**config.mk**
```make
export PLATFORM = sky130hd
export DESIGN_NAME = oes_op_sampler
export DESIGN_NICKNAME = d
export VERILOG_FILES = /design/src/oes_pkg.sv /design/src/oes_lfsr.sv /design/src/oes_fetch_capture.sv /design/src/oes_op_sampler.sv
export SDC_FILE = /design/constraint.sdc
export NUM_CORES = 1
export LEC_CHECK = 0
export ABC_AREA = 1
export ABC_CLOCK_PERIOD_IN_PS = 4500
export BUFFER_PORTS_ARGS = -buffer_cell sky130_fd_sc_hd__buf_2
export CAP_MARGIN = 20
export CORE_MARGIN = 8
export CORE_UTILIZATION = 37
export DETAILED_ROUTE_END_ITERATION = 10
export SLEW_MARGIN = 20
export SYNTH_ARGS = -nofsm -noshare
export SYNTH_HDL_FRONTEND = slang
export SYNTH_SLANG_ARGS = --single-unit
```
**constraint.sdc**
```tcl
create_clock -name sys_clk -period 4.5 [get_ports sys_clk]
set_clock_uncertainty 0.05 [all_clocks]
set_input_delay 0.45 -clock sys_clk [delete_from_list [all_inputs] [get_ports sys_clk]]
set_output_delay 0.45 -clock sys_clk [all_outputs]
set_load 0.02 [all_outputs]
```
**src/oes_pkg.sv**
```systemverilog
// oes_pkg: constants, field positions and carrier types of the op execution sampling unit
// assumes one core clock domain; all pipeline events arrive on that clock
package oes_pkg;

  // widths
  localparam int CNT_W    = 27;
  localparam int MAXHI_W  = 7;
  localparam int MAXLO_W  = 16;
  localparam int PA_W     = 52;
  localparam int LFSR_W   = 16;
  localparam int RAND_W   = 7;

  // model-specific register indices
  localparam logic [31:0] OES_IDX_FETCH_CTL  = 32'h0000_0030;
  localparam logic [31:0] OES_IDX_FETCH_LIN  = 32'h0000_0031;
  localparam logic [31:0] OES_IDX_FETCH_PHYS = 32'h0000_0032;
  localparam logic [31:0] OES_IDX_OP_CTL     = 32'h0000_0033;
  localparam logic [31:0] OES_IDX_OP_RIP     = 32'h0000_0034;
  localparam logic [31:0] OES_IDX_OP_BRANCH  = 32'h0000_0035;

  // op sampling control fields
  localparam int OPC_CUR_LSB   = 32;
  localparam int OPC_CUR_MSB   = 58;
  localparam int OPC_MAXHI_LSB = 20;
  localparam int OPC_MAXHI_MSB = 26;
  localparam int OPC_SEL_BIT   = 19;
  localparam int OPC_VALID_BIT = 18;
  localparam int OPC_EN_BIT    = 17;
  localparam int OPC_MAXLO_MSB = 15;

  // fetch control flags and branch-data flag kept here
  localparam int FCT_VALID_BIT = 49;
  localparam int FCT_PAV_BIT   = 52;
  localparam int OBR_RIPINV_BIT = 38;

  // counter compare and abort reload split
  localparam int CNT_CMP_LSB   = 4;
  localparam int CNT_CLR_LSB   = 7;

  // random source
  localparam logic [LFSR_W-1:0] LFSR_SEED = 16'hACE1;
  localparam logic [LFSR_W-1:0] LFSR_TAPS = 16'hB400;

  typedef struct packed {
    logic        valid;
    logic        write;
    logic [31:0] index;
    logic [63:0] wdata;
  } oes_msr_req_t;

  typedef struct packed {
    logic        ack;
    logic        fault;
    logic [63:0] rdata;
  } oes_msr_rsp_t;

  typedef struct packed {
    logic        dispatch;
    logic        retire;
    logic        abort;
    logic        addr_invalid;
    logic [63:0] instr_addr;
  } oes_op_ev_t;

  typedef struct packed {
    logic            done;
    logic            phys_valid;
    logic [63:0]     lin_addr;
    logic [PA_W-1:0] phys_addr;
  } oes_fetch_ev_t;

  typedef enum logic [1:0] {
    OES_COUNT  = 2'b00,
    OES_TAGGED = 2'b01,
    OES_NOTIFY = 2'b10
  } oes_op_st_t;

endpackage

```
**src/oes_lfsr.sv**
```systemverilog
// oes_lfsr: free-running pseudo-random source for the abort reload value
// assumes sys_clk is the core clock and srst a synchronous reset
`timescale 1ns/10ps
module oes_lfsr (
  input  wire logic                        sys_clk,   // core clock
  input  wire logic                        srst,      // sync reset, high
  output logic [oes_pkg::RAND_W-1:0]       rand_out   // low bits of the shifter
);
  import oes_pkg::*;

  typedef struct packed {
    logic [LFSR_W-1:0] sr;
  } oes_lfsr_st_t;

  oes_lfsr_st_t st_reg;
  oes_lfsr_st_t st_next;

  // galois shift every core clock
  always_comb begin
    st_next = st_reg;
    st_next.sr = {1'b0, st_reg.sr[LFSR_W-1:1]} ^ (st_reg.sr[0] ? LFSR_TAPS : '0);
  end

  always_ff @(posedge sys_clk) begin
    if (srst) begin
      st_reg.sr <= LFSR_SEED;
    end else begin
      st_reg <= st_next;
    end
  end

  assign rand_out = st_reg.sr[RAND_W-1:0];

  lfsr_nonzero_a: assert property (@(posedge sys_clk) disable iff (srst)
    st_reg.sr != '0) else $error("random shifter locked at zero");

endmodule // oes_lfsr

```
**src/oes_fetch_capture.sv**
```systemverilog
// oes_fetch_capture: fetch sample flags and the captured fetch addresses
// assumes fetch completion events come from pipeline logic on the core clock
`timescale 1ns/10ps
module oes_fetch_capture (
  input  wire logic                  sys_clk,     // core clock
  input  wire logic                  srst,        // sync reset, high
  input  wire oes_pkg::oes_fetch_ev_t fetch_ev,   // tagged fetch completed or aborted
  input  wire logic                  ctl_we,      // software write of the fetch flags
  input  wire logic [63:0]           ctl_wdata,   // write data for the flags
  output logic                       f_valid,     // fetch sample valid
  output logic                       f_pav,       // fetch physical address valid
  output logic [63:0]                f_lin,       // linear address read value
  output logic [63:0]                f_phys       // physical address read value
);
  import oes_pkg::*;

  typedef struct packed {
    logic            valid;
    logic            pav;
    logic [63:0]     lin;
    logic [PA_W-1:0] phys;
  } oes_fcap_st_t;

  oes_fcap_st_t st_reg;
  oes_fcap_st_t st_next;
  logic         cap;

  // capture once per sample; the set wins over a software clear
  always_comb begin
    st_next = st_reg;
    cap = fetch_ev.done && !st_reg.valid;
    if (ctl_we) begin
      st_next.valid = ctl_wdata[FCT_VALID_BIT];
      st_next.pav   = ctl_wdata[FCT_PAV_BIT];
    end
    if (cap) begin
      st_next.valid = 1'b1;
      st_next.pav   = fetch_ev.phys_valid;
      st_next.lin   = fetch_ev.lin_addr;
      st_next.phys  = fetch_ev.phys_addr;
    end
  end

  always_ff @(posedge sys_clk) begin
    if (srst) begin
      st_reg <= '0;
    end else begin
      st_reg <= st_next;
    end
  end

  assign f_valid = st_reg.valid;
  assign f_pav   = st_reg.pav;
  assign f_lin   = st_reg.lin;
  assign f_phys  = {{(64-PA_W){1'b0}}, st_reg.phys};

  fetch_set_a: assert property (@(posedge sys_clk) disable iff (srst)
    (fetch_ev.done && !st_reg.valid) |=> st_reg.valid && st_reg.lin == $past(fetch_ev.lin_addr))
    else $error("fetch completion did not set valid flag");

endmodule // oes_fetch_capture

```
**src/oes_op_sampler.sv**
```systemverilog
// oes_op_sampler: op interval counter, op tagging, retire capture and register access
// assumes pipeline events and register accesses are synchronous to sys_clk
`timescale 1ns/10ps

// Behaviour
// - fetch linear address register is read-only, holds tagged fetch address
// - fetch physical address register is read-only, defined when both valid flags set
// - physical address occupies bits 51:0, bits 63:52 read zero
// - counter counts clocks or dispatched ops while enabled and sample not valid; the code also holds it while an op is tagged
// - counter bits 26:4 matching maximum tags an op next cycle
// - retire captures results, sets valid, then raises interrupt request
// - counter holds while op sample valid flag is set
// - abort gives no sample, clears bits 26:7, randomises bits 6:0
// - after abort counting resumes and next match tags another op
// - current count field bits 58:32 reads live counter and is writable
// - maximum count is fields 26:20 and 15:0 joined for comparison
// - bit 19 selects clock cycles (0) or dispatched ops (1)
// - bit 17 enables execution sampling
// - op instruction address holds address of the tagged op's instruction
// - registers reached only through model-specific register reads and writes
// - fetch sample valid flag sets when tagged fetch completes or aborts
module oes_op_sampler (
  input  wire logic                   sys_clk,    // core clock, 250 MHz
  input  wire logic                   srst,       // sync reset, high
  input  wire oes_pkg::oes_msr_req_t  msr_req,    // register read or write request
  output oes_pkg::oes_msr_rsp_t       msr_rsp,    // registered answer, one cycle later
  input  wire oes_pkg::oes_op_ev_t    op_ev,      // dispatch, retire and abort events
  input  wire oes_pkg::oes_fetch_ev_t fetch_ev,   // tagged fetch capture event
  output logic                        op_tag,     // tag the next op, one-cycle pulse
  output logic                        op_irq      // interrupt request pulse
);
  import oes_pkg::*;

  typedef struct packed {
    oes_op_st_t         st;
    logic [CNT_W-1:0]   cnt;
    logic [MAXHI_W-1:0] max_hi;
    logic [MAXLO_W-1:0] max_lo;
    logic               sel;
    logic               valid;
    logic               en;
    logic [63:0]        rip;
    logic               rip_inv;
    logic               tag;
    logic               irq;
    oes_msr_rsp_t       rsp;
  } oes_op_state_t;

  oes_op_state_t      st_reg;
  oes_op_state_t      st_next;

  logic [RAND_W-1:0]  rand_val;
  logic               f_valid;
  logic               f_pav;
  logic [63:0]        f_lin;
  logic [63:0]        f_phys;

  logic               match;
  logic               counting;
  logic               incr;
  logic               wr_any;
  logic               wr_ctl;
  logic               wr_fctl;
  logic               rd_any;

  // pseudo-random low bits for the abort reload
  oes_lfsr u_lfsr (
    .sys_clk  (sys_clk),
    .srst     (srst),
    .rand_out (rand_val)
  );

  // fetch flags and captured fetch addresses
  oes_fetch_capture u_fetch (
    .sys_clk   (sys_clk),
    .srst      (srst),
    .fetch_ev  (fetch_ev),
    .ctl_we    (wr_fctl),
    .ctl_wdata (msr_req.wdata),
    .f_valid   (f_valid),
    .f_pav     (f_pav),
    .f_lin     (f_lin),
    .f_phys    (f_phys)
  );

  // request decode
  assign wr_any  = msr_req.valid && msr_req.write;
  assign rd_any  = msr_req.valid && !msr_req.write;
  assign wr_ctl  = wr_any && (msr_req.index == OES_IDX_OP_CTL);
  assign wr_fctl = wr_any && (msr_req.index == OES_IDX_FETCH_CTL);

  // compare against the two maximum fields joined
  assign match    = st_reg.cnt[CNT_W-1:CNT_CMP_LSB] == {st_reg.max_hi, st_reg.max_lo};
  assign counting = st_reg.en && !st_reg.valid && (st_reg.st == OES_COUNT);
  assign incr     = st_reg.sel ? op_ev.dispatch : 1'b1;

  // next-state: sampling sequence, then register writes, then reads
  always_comb begin
    st_next     = st_reg;
    st_next.tag = 1'b0;
    st_next.irq = 1'b0;
    st_next.rsp = '0;

    unique case (st_reg.st)
      OES_COUNT: begin
        if (counting) begin
          if (match) begin
            st_next.tag = 1'b1;
            st_next.st  = OES_TAGGED;
          end else if (incr) begin
            st_next.cnt = st_reg.cnt + 27'h1;
          end
        end
      end
      OES_TAGGED: begin
        if (op_ev.retire) begin
          st_next.rip     = op_ev.instr_addr;
          st_next.rip_inv = op_ev.addr_invalid;
          st_next.valid   = 1'b1;
          st_next.st      = OES_NOTIFY;
        end else if (op_ev.abort) begin
          st_next.cnt = {{(CNT_W-CNT_CLR_LSB){1'b0}}, rand_val};
          st_next.st  = OES_COUNT;
        end else if (!st_reg.en) begin
          st_next.st = OES_COUNT;
        end
      end
      OES_NOTIFY: begin
        st_next.irq = 1'b1;
        st_next.st  = OES_COUNT;
      end
      default: begin
        st_next.st = OES_COUNT;
      end
    endcase

    // software writes; a retire in the same cycle keeps the valid flag set
    if (wr_any) begin
      unique case (msr_req.index)
        OES_IDX_OP_CTL: begin
          st_next.cnt    = msr_req.wdata[OPC_CUR_MSB:OPC_CUR_LSB];
          st_next.max_hi = msr_req.wdata[OPC_MAXHI_MSB:OPC_MAXHI_LSB];
          st_next.max_lo = msr_req.wdata[OPC_MAXLO_MSB:0];
          st_next.sel    = msr_req.wdata[OPC_SEL_BIT];
          st_next.en     = msr_req.wdata[OPC_EN_BIT];
          st_next.valid  = msr_req.wdata[OPC_VALID_BIT] ||
                           (st_reg.st == OES_TAGGED && op_ev.retire);
        end
        OES_IDX_OP_RIP: begin
          st_next.rip = msr_req.wdata;
        end
        OES_IDX_OP_BRANCH: begin
          st_next.rip_inv = msr_req.wdata[OBR_RIPINV_BIT];
        end
        OES_IDX_FETCH_CTL: begin
          st_next.rsp.fault = 1'b0;
        end
        OES_IDX_FETCH_LIN, OES_IDX_FETCH_PHYS: begin
          st_next.rsp.fault = 1'b1;
        end
        default: begin
          st_next.rsp.fault = 1'b1;
        end
      endcase
    end

    // register reads
    if (rd_any) begin
      unique case (msr_req.index)
        OES_IDX_OP_CTL: begin
          st_next.rsp.rdata[OPC_CUR_MSB:OPC_CUR_LSB]     = st_reg.cnt;
          st_next.rsp.rdata[OPC_MAXHI_MSB:OPC_MAXHI_LSB] = st_reg.max_hi;
          st_next.rsp.rdata[OPC_SEL_BIT]                 = st_reg.sel;
          st_next.rsp.rdata[OPC_VALID_BIT]               = st_reg.valid;
          st_next.rsp.rdata[OPC_EN_BIT]                  = st_reg.en;
          st_next.rsp.rdata[OPC_MAXLO_MSB:0]             = st_reg.max_lo;
        end
        OES_IDX_OP_RIP: begin
          st_next.rsp.rdata = st_reg.rip;
        end
        OES_IDX_OP_BRANCH: begin
          st_next.rsp.rdata[OBR_RIPINV_BIT] = st_reg.rip_inv;
        end
        OES_IDX_FETCH_CTL: begin
          st_next.rsp.rdata[FCT_VALID_BIT] = f_valid;
          st_next.rsp.rdata[FCT_PAV_BIT]   = f_pav;
        end
        OES_IDX_FETCH_LIN: begin
          st_next.rsp.rdata = f_lin;
        end
        OES_IDX_FETCH_PHYS: begin
          st_next.rsp.rdata = f_phys;
        end
        default: begin
          st_next.rsp.fault = 1'b1;
        end
      endcase
    end
    st_next.rsp.ack = msr_req.valid;
  end

  // state register
  always_ff @(posedge sys_clk) begin
    if (srst) begin
      st_reg <= '0;
    end else begin
      st_reg <= st_next;
    end
  end

  // outputs straight from the state flops
  assign op_tag  = st_reg.tag;
  assign op_irq  = st_reg.irq;
  assign msr_rsp = st_reg.rsp;

  // checks on the sampling sequence and register answers
  tag_after_match_a: assert property (@(posedge sys_clk) disable iff (srst)
    (counting && match) |=> op_tag && st_reg.st == OES_TAGGED)
    else $error("match did not tag an op in the next cycle");

  irq_after_valid_a: assert property (@(posedge sys_clk) disable iff (srst)
    (st_reg.st == OES_TAGGED && op_ev.retire) |=> st_reg.valid && !op_irq ##1 op_irq)
    else $error("interrupt request not one cycle after valid set");

  count_hold_a: assert property (@(posedge sys_clk) disable iff (srst)
    (st_reg.valid && !wr_ctl) |=> $stable(st_reg.cnt))
    else $error("counter moved while sample valid");

  count_incr_a: assert property (@(posedge sys_clk) disable iff (srst)
    (counting && !match && incr && !wr_ctl) |=> st_reg.cnt == $past(st_reg.cnt) + 27'h1)
    else $error("counter did not increment");

  op_select_a: assert property (@(posedge sys_clk) disable iff (srst)
    (counting && !match && st_reg.sel && !op_ev.dispatch && !wr_ctl) |=> $stable(st_reg.cnt))
    else $error("counter moved without a dispatched op");

  abort_reload_a: assert property (@(posedge sys_clk) disable iff (srst)
    (st_reg.st == OES_TAGGED && op_ev.abort && !op_ev.retire && !wr_ctl)
    |=> st_reg.cnt[CNT_W-1:CNT_CLR_LSB] == '0 && !st_reg.valid && st_reg.st == OES_COUNT)
    else $error("abort did not reload the counter");

  disabled_quiet_a: assert property (@(posedge sys_clk) disable iff (srst)
    (!st_reg.en && !wr_ctl) |=> !op_tag)
    else $error("op tagged while sampling disabled");

  rip_capture_a: assert property (@(posedge sys_clk) disable iff (srst)
    (st_reg.st == OES_TAGGED && op_ev.retire && !wr_any) |=> st_reg.rip == $past(op_ev.instr_addr))
    else $error("instruction address not captured at retire");

  count_read_a: assert property (@(posedge sys_clk) disable iff (srst)
    (rd_any && msr_req.index == OES_IDX_OP_CTL)
    |=> msr_rsp.ack && msr_rsp.rdata[OPC_CUR_MSB:OPC_CUR_LSB] == $past(st_reg.cnt))
    else $error("current count read wrong");

  phys_upper_a: assert property (@(posedge sys_clk) disable iff (srst)
    (rd_any && msr_req.index == OES_IDX_FETCH_PHYS) |=> msr_rsp.rdata[63:PA_W] == '0)
    else $error("physical address reserved bits not zero");

  // pulse widths: the pipeline and the interrupt controller act on every high cycle
  tag_pulse_a: assert property (@(posedge sys_clk) disable iff (srst)
    op_tag |=> !op_tag)
    else $error("tag request longer than one cycle");

  tag_needs_en_a: assert property (@(posedge sys_clk) disable iff (srst)
    op_tag |-> $past(st_reg.en) && !$past(st_reg.valid))
    else $error("op tagged while disabled or sample valid");

  irq_pulse_a: assert property (@(posedge sys_clk) disable iff (srst)
    op_irq |=> !op_irq)
    else $error("interrupt request longer than one cycle");

  irq_after_set_a: assert property (@(posedge sys_clk) disable iff (srst)
    op_irq |-> $past(st_reg.valid))
    else $error("interrupt request before the sample was complete");

  // register answers: one per request, nothing in between
  ack_follow_a: assert property (@(posedge sys_clk) disable iff (srst)
    msr_req.valid |=> msr_rsp.ack)
    else $error("register request not answered");

  ack_quiet_a: assert property (@(posedge sys_clk) disable iff (srst)
    !msr_req.valid |=> !msr_rsp.ack && msr_rsp.rdata == '0)
    else $error("answer without a register request");

  ro_write_a: assert property (@(posedge sys_clk) disable iff (srst)
    (wr_any && (msr_req.index == OES_IDX_FETCH_LIN || msr_req.index == OES_IDX_FETCH_PHYS))
    |=> msr_rsp.fault)
    else $error("write to a read-only fetch address not refused");

  lin_read_a: assert property (@(posedge sys_clk) disable iff (srst)
    (rd_any && msr_req.index == OES_IDX_FETCH_LIN) |=> msr_rsp.rdata == $past(f_lin))
    else $error("fetch linear address read wrong");

  rip_read_a: assert property (@(posedge sys_clk) disable iff (srst)
    (rd_any && msr_req.index == OES_IDX_OP_RIP) |=> msr_rsp.rdata == $past(st_reg.rip))
    else $error("instruction address read wrong");

  // software writes of the count, maximum and mode fields win over the hardware in the same cycle
  cnt_write_a: assert property (@(posedge sys_clk) disable iff (srst)
    wr_ctl |=> st_reg.cnt == $past(msr_req.wdata[OPC_CUR_MSB:OPC_CUR_LSB]))
    else $error("current count write lost");

  max_write_a: assert property (@(posedge sys_clk) disable iff (srst)
    wr_ctl |=> st_reg.max_hi == $past(msr_req.wdata[OPC_MAXHI_MSB:OPC_MAXHI_LSB])
    && st_reg.max_lo == $past(msr_req.wdata[OPC_MAXLO_MSB:0]))
    else $error("maximum count fields not written");

  mode_write_a: assert property (@(posedge sys_clk) disable iff (srst)
    wr_ctl |=> st_reg.en == $past(msr_req.wdata[OPC_EN_BIT])
    && st_reg.sel == $past(msr_req.wdata[OPC_SEL_BIT]))
    else $error("enable or count select not written");

endmodule // oes_op_sampler

```
==> Yosys cells after proc, flatten, opt, wreduce, memory -nomap -nowiden <==
Index checks and enable logic that the tools add are counted.
W data, S select, Z words.
{ "totals": {"reg_bits": 322, "input_bits": 286, "output_inout_bits": 68, "word_cells": 96} }
{ "classes": {"bitwise": 4, "addsub": 1, "n_reduce_logical": 19, "mux": 41, "n_eq_ne": 12} }
{ "op_table": {"columns": ["cell", "count"], "rows": [
  ["$mux W118", 2],
  ["$mux W65", 3],
  ["$eq A32 B6 Y1 const B", 6],
  ["$mux W27", 4],
  ["$pmux W10 S4", 2],
  ["$mux W64", 1],
  ["$pmux W16 S4", 1],
  ["$pmux W27 S2", 1],
  ["$mux W53", 1],
  ["$mux W29", 1],
  ["$add A27 B1 Y27 const B", 1],
  ["$pmux W6 S4", 1],
  ["$eq A23 B23 Y1", 1],
  ["$pmux W6 S3", 1],
  ["$mux W16", 1],
  ["$xor A15 B16 Y16", 1],
  ["$pmux W5 S3", 1],
  ["$mux W2", 5],
  ["$pmux W1 S5", 2],
  ["$pmux W5 S2", 1],
  ["$mux W1", 9],
  ["$pmux W2 S4", 1],
  ["$logic_and A1 B1 Y1", 7],
  ["$reduce_or A6 Y1", 1],
  ["17 further kinds", 22]
]} }

==> Depth between registers and ports, before layout <==
Gate-level depths: netlist of the first run.
{ "logic_depth": {"word_depth": 7, "mapped_depth": 14, "depth_no_buf": 13} }

==> Modules after synthesis <==
A second synthesis of the first run with hierarchy kept.
{ "hier_totals": {"cells_unflattened": 2352, "area_unflattened_um2": 16099.2} }
{ "by_module_without_submodules": {"columns": ["mod", "instances", "cells_per_inst", "area_each_um2"], "rows": [
  ["oes_op_sampler", 1, 1526, 10680.2],
  ["oes_fetch_capture", 1, 768, 4892.2],
  ["oes_lfsr", 1, 58, 526.8]
]} }

==> Worst setup path after synthesis of the first run <==
No wires, ideal clock.
{ "synth_timing": {"path_type": "in2reg", "start": "in msr_req[79] (netlist name)", "end": "reg st_reg[112] (netlist name)", "setup_ns": 0.118, "arrival_ns": 1.707, "setup_slack_ns": 2.625, "path_stages": 12, "required_time_ns": 4.332, "cell_sequence": "nor2_1 nand2_1 nor2_1 nand2_2 nor3_4 nand2_1 inv_2 nand2_2 buf_6 clkbuf_1 nor3_1 nor2_1"} }
{ "synth_via": {"elab_chain_len": 3} }
{ "synth_lines": {"columns": ["item", "line", "text"], "rows": [
  ["start: declaration", "oes_op_sampler.sv:25", "input wire oes_pkg::oes_msr_req_t msr_req,"],
  ["$eq A32 B6 Y1", "oes_op_sampler.sv:139", "unique case (msr_req.index)"],
  ["$mux W64", "oes_op_sampler.sv:139", null],
  ["$mux W118", "oes_op_sampler.sv:138", "if (wr_any) begin"],
  ["end signal: assignment", "oes_op_sampler.sv:207", "st_reg <= st_next;"],
  ["end: declaration", "oes_op_sampler.sv:49", "oes_op_state_t st_reg;"]
]} }
No other way between the ends.
A chain may end at the register's enable or synchronous reset.

==> Worst setup path after layout of the first run <==
{ "layout_timing": {"start": "in msr_req[89] (netlist name)", "end": "reg st_reg, in the netlist msr_rsp[34]"} }
{ "layout_via": {"elab_chain_len": 2} }
{ "layout_lines": {"columns": ["item", "line", "text"], "rows": [
  ["$eq A32 B6 Y1", "oes_op_sampler.sv:169", "unique case (msr_req.index)"],
  ["$pmux W6 S4 (*)", "oes_op_sampler.sv:169", null]
]} }
Mark *: on every way between the ends. The rest lies on a longest branch, timed or not.

==> out/metrics.cfg, run 1 <==
[status]
status=finished, final reports clean

[detailed_routing]
dr.pass1.iters=5
drc=0
top_layer=met5
vias=14410
postRouteAntennaNets=0
drt-met1-wl_um=24260
met3_length_um=3489
vias_per_cell=5.168
wl_per_cell_um=20.55
drtIter0Drc=1027
wl_met2_um=27460
wl_um=57290

[critical_path]
cp.required_ns=4.90
cp_max_fo=30
reg2reg_depth=13
crit_path_start_kind=primary input
critPathKind=in2reg
cp-end-kind=flip-flop
crit_slowest_cell=nor2_1
crit_chain=buf_2, nor4_1, nand2_1, nor2_1, nand2_2, nand4_1, nand2_2, buf_4, a31oi_1
crit_buf_inv=2
critPathMaxStageDelay_ns=0.65
crit_cells=9
path_delay_family=simple AND/OR/NAND/NOR gates
crit_top_cell=nand2_2
arrival_ns=3.48

[global_routing]
grt_pass1_vias=14530
grt-ovfl-total=0
grt_pass1_wl_um=86500
antenna_found_initial=13
gr-usage-all-layers_pct=23.61
grt_max_degree=148

[sta]
setup_violations=0
hold_viol=0
slew_viol_final=0
fmaxAchievable_mhz=324.4
tightest_slew_ns=1.104
timing.final.crit_share_pct=68.51
rsz0062_at_grt=no
period_minus_slack_ns=3.083
relSlewSlack_pct=26.42
fin_setup_tns_ns=0

[power_and_ir_drop]
power_density_nw_per_um2=365.1
power.leakage_nw=7.590
ir_drop_uv=216.3

[synthesis]
yosys.area.top_type_share_pct=43.83
yosysWarnings=0
ys.flop_type=dfxtp_1
yosysMostFrequentCell=nor2_1
synth_seq_cells=322
async_reset_ff_share_pct=0
yosysSeqAreaShare_pct=43.83
synth-edff-count=0
yosysUniqueCellTypes=42
yosysTopAreaCell=dfxtp_1
synth_cells=2010
synthesis.area_um2=14710
synth_common_cells=nor2_1 (377), dfxtp_1 (322), nand2_1 (286), o21ai_0 (243), a21oi_1 (152)
synth.top_cells.by_area=dfxtp_1 (44%), nor2_1 (9.6%), o21ai_0 (8.3%)
syn_nets=2297
syn_avg_cell_area_um2=7.317

[clock_network]
cts.sinks=322
cts.reportedPaths.clkPinSlew_ns=0.06
cts_resized=0
clk_latency_ns=0.53
h-tree-depth=2
cts_hold_buf=0
clk_path_buf_depth=3
cts_tree=built
cts_made_buffers=37
postCtsSetupBuffers=0
cts-root-buf=clkbuf_16

[floorplanning]
die_area_um2=46390
initial_utilization_pct=37.27
fp.dieH_um=215.4
io_pins=354
fp-row-count=73
core_um2=39460
die_w_um=215.4

[place]
dpl.hpwl_um=41260
place_area_um2=16230
gp_congestion=0.9235
port_buffers=353

[cells_and_area]
largest_reg_flops=120
final_nets=2521
stdcell_area_um2=17420
syn2layout_area_growth_pct=18.41
drive_above_1_share_pct=23.30

[job]
max_cap_violations=0

[worst_hold_path]
hold_path_depth=3
min_path_type=in2reg

==> routing by layer <==
| layer | vias to the layer above | global-route usage (%) |
|---|---|---|
| met5 | - | 0 |
| met4 | 2 | 9.691 |
| met3 | 109 | 4.126 |
| met2 | 511 | 39.69 |
| met1 | 6799 | 29.64 |
| li1 | 6988 | - |
==> worst register-to-register path, delay by kind of cell (launching register included) <==
family          cells  cell delay, ns
compound gates      3            0.27
flops               1            0.56
simple gates        8            1.56
buf+inv             2            0.32
==> per-stage QoR <==
step	setup slack [ns]	hold slack (ns)	util (%)	instances	total power, mW
after floorplan	2.625	0.3383	-	2010	3.245
after global routing	1.119	0.07777	44.12	2786	6.600
final	1.417	0.08625	44.14	2788	6.358
after global placement	1.040	0.3417	41.14	2720	3.471
after CTS	1.433	0.05364	44.06	2778	6.425
after detailed placement	0.8800	0.3432	41.14	2720	3.476
==> worst paths after layout <==
| check | slack [ns] | to | startpoint |
|---|---|---|---|
| max | 1.42 | msr_rsp[34] | msr_req[89] |
| min | 0.09 | u_fetch.f_phys[22] | fetch_ev[22] |
| max reg2reg | 1.61 | st_reg[174] | st_reg[179] |
| min reg2reg | 0.35 | u_lfsr.st_reg[11] | u_lfsr.st_reg[12] |
==> cells in the final DEF (no fill, tap or decap), drive strengths merged, types with 4 or more instances in the layout <==
master / netlist / final
inv: 136 / 137
o22ai: 5 / 5
a31oi: 49 / 49
o21ai: 257 / 257
nor4: 5 / 5
mux2: 64 / 64
and3: 4 / 4
clkbuf: 77 / 51
dfxtp: 322 / 322
diode: 0 / 10
nor3: 64 / 64
nand2: 292 / 292
clkinv: 2 / 6
nor2: 382 / 382
buf: 109 / 371
a21oi: 152 / 152
nand3: 50 / 50
nand4: 20 / 20
==> cells by family (layout without fill, tap and decap cells) <==
logic type               after synthesis  count (layout)  share of synthesized area (%)
AND/OR/NAND/NOR                      823             823                          23.33
AO/OA/AOI/OAI                        471             471                          16.63
buffers and inverters                324             567                          10.92
flip-flops                           322             322                          43.83
multiplexers                          64              64                          4.900
XOR/XNOR                               5               5                         0.2978
adder cells (fa/ha/maj)                1               1                        0.08506
other                                  0              10                              0
==> final cells by class <==
type                    count  area, um2
clock buffers              51       1069
diodes                     10      25.02
flip-flops and latches    322       6446
repair buffers            371       1931
inverters                 138      530.5
clock inverters             7      85.08
well taps                 525      656.9
multi-input cells        1364       6673
fillers                  4147      22040
==> report_power, final <==
part	switching (mW)	internal, mW
sequential	0.0494	2.96
clock	1.18	1.75
combinational	0.252	0.161
total	1.49	4.87
Note: power is estimated with default switching activity, not from simulation.
==> run 2: changes to the inputs <==
Settings changed: ABC_CLOCK_PERIOD_IN_PS 4500 to 2600.
Clock period 4.5 ns to 2.6 ns, I/O delays scaled along.
==> out/metrics.cfg, run 2 (synthesis results as in run 1) <==
[clock_network]
clk_latency_ns=0.55  ; +0.02 ns
cts.sinks=322  ; unchanged
cts.reportedPaths.clkPinSlew_ns=0.07  ; about the same
h-tree-depth=2  ; unchanged
cts_hold_buf=186  ; +186
cts_made_buffers=37  ; unchanged
cts-root-buf=clkbuf_16
cts_resized=0  ; unchanged
cts_tree=built
postCtsSetupBuffers=0  ; unchanged
clk_path_buf_depth=3  ; unchanged

[sta]
timing.final.crit_share_pct=87.43
setup_violations=0  ; unchanged
worst_slack_ns=0.3269  ; -1.090 ns
hold_viol=0  ; unchanged
fin_setup_tns_ns=0  ; unchanged
relSlewSlack_pct=57.47  ; +31 points
fmaxAchievable_mhz=439.9
period_minus_slack_ns=2.273
rsz0062_at_grt=no
slew_viol_final=0  ; unchanged
tightest_slew_ns=0.6380  ; -0.4657 ns

[global_routing]
grt_max_degree=117  ; -21%
grt_pass1_vias=15760  ; +8.4%
grt-ovfl-total=0  ; unchanged
grt_pass1_wl_um=90970  ; +5.2%
antenna_found_initial=9  ; -4
gr-usage-all-layers_pct=24.68  ; +1.1 points

[floorplanning]
core_um2=39460  ; unchanged
io_pins=354  ; unchanged
initial_utilization_pct=37.27  ; unchanged
fp-row-count=73  ; unchanged
die_w_um=215.4  ; unchanged
fp.dieH_um=215.4  ; unchanged
die_area_um2=46390  ; unchanged

[critical_path]
crit_slowest_cell=dfxtp_1
cp.required_ns=3.02  ; -1.88 ns
critPathMaxStageDelay_ns=0.48  ; -0.17 ns
crit_buf_inv=2  ; unchanged
critPathKind=reg2reg
arrival_ns=2.70  ; -0.78 ns
path_delay_family=simple AND/OR/NAND/NOR gates
cp_max_fo=4  ; -87%
cp-end-kind=flip-flop
crit_chain=inv_1, buf_4, nor3_1, nand3_1, nor3_1, nand4_1, nand2_1, nand3_1, a21oi_1
crit_path_start_kind=flip-flop

[place]
gp_congestion=0.9333  ; +1.1%
dpl.hpwl_um=42420  ; +2.8%
dp_slack_ns=0.3984  ; -0.4817 ns
port_buffers=353  ; unchanged
place_area_um2=16720  ; +3.0%

[cells_and_area]
stdcell_area_um2=19810  ; +14%
drive_above_1_share_pct=23.09  ; -0.21 points
num-fill-cells=3850  ; -7.2%
syn2layout_area_growth_pct=34.68
final_nets=2754  ; +9.2%
largest_reg_flops=120  ; unchanged
final_cell_mix=nor2_1 (376), buf_2 (353), dfxtp_1 (322), nand2_1 (284), o21ai_0 (243)
final_common_cell=nor2_1

[worst_hold_path]
min_path_type=in2reg

[detailed_routing]
drc=0  ; unchanged
vias_per_cell=5.104  ; -1.2%
wl_per_cell_um=19.60  ; -4.6%
vias=15430  ; +7.1%
wl_um=59220  ; +3.4%
drtIter0Drc=1147  ; +12%
dr.pass1.iters=5  ; unchanged
postRouteAntennaNets=0  ; unchanged

[power_and_ir_drop]
power_density_nw_per_um2=577.9  ; +58%
power.leakage_nw=8.649  ; +14%
ir_drop_uv=473.6  ; +120%

[status]
status=finished, final reports clean

[job]
max_cap_violations=0  ; unchanged

[run 2: worst register-to-register path, cell delays in order (launching register included)]
cell	delay [ns]
dfxtp_1	0.48
inv_1	0.12
buf_4	0.18
nor3_1	0.29
nand3_1	0.19
nor3_1	0.42
nand4_1	0.15
nand2_1	0.09
nand3_1	0.10
a21oi_1	0.13
[run 2: metrics by stage]
step / hold WS (ns) / total power [mW] / util [%] / instances
after floorplan: 0.3383 / 5.617 / - / 2010
after global placement: 0.3393 / 6.017 / 42.38 / 2767
after detailed placement: 0.3466 / 6.026 / 42.38 / 2767
after CTS: 0.001406 / 11.54 / 50.16 / 3015
after global routing: 0.03120 / 11.85 / 50.20 / 3022
final: 0.02783 / 11.45 / 50.20 / 3022
[run 2: per-layer routing]
| metal | track usage, % | share of wire, % | up-vias |
|---|---|---|---|
| met4 | 10.44 | 4.0 | 2 |
| met3 | 4.769 | 6.2 | 151 |
| li1 | - | - | 7474 |
| met2 | 41.94 | 48 | 622 |
| met5 | 0 | 0.022 | - |
| met1 | 30.22 | 42 | 7176 |
[run 2: final cells by class]
type	instances	area [um2]	area share [%]
Multi-Input combinational cell	1364	6673	33.68
Tap cell	525	656.9	3.316
Clock buffer	49	1054	5.318
Clock inverter	13	152.6	0.7706
Inverter	138	530.5	2.678
Sequential cell	322	6446	32.54
Timing Repair Buffer	604	4279	21.60
Antenna cell	7	17.52	0.08843
[run 2: power breakdown]
group	internal, mW	switching, mW	leakage (nW)	total [mW]
logic	0.469	0.490	5.43	0.959
registers	5.11	0.0873	2.63	5.20
clock network	3.14	2.14	0.591	5.29
[run 2: path summary, 6_finish.rpt]
| path | start | endpoint | slack (ns) | depth (start not counted) |
|---|---|---|---|---|
| setup / recovery | st_reg[163] | st_reg[182] | 0.33 | 9 |
| hold / removal | op_ev[54] | st_reg[123] | 0.03 | 4 |
| setup reg to reg | st_reg[163] | st_reg[182] | 0.33 | 9 |
| hold reg to reg | u_lfsr.st_reg[15] | u_lfsr.st_reg[14] | 0.36 | 2 |
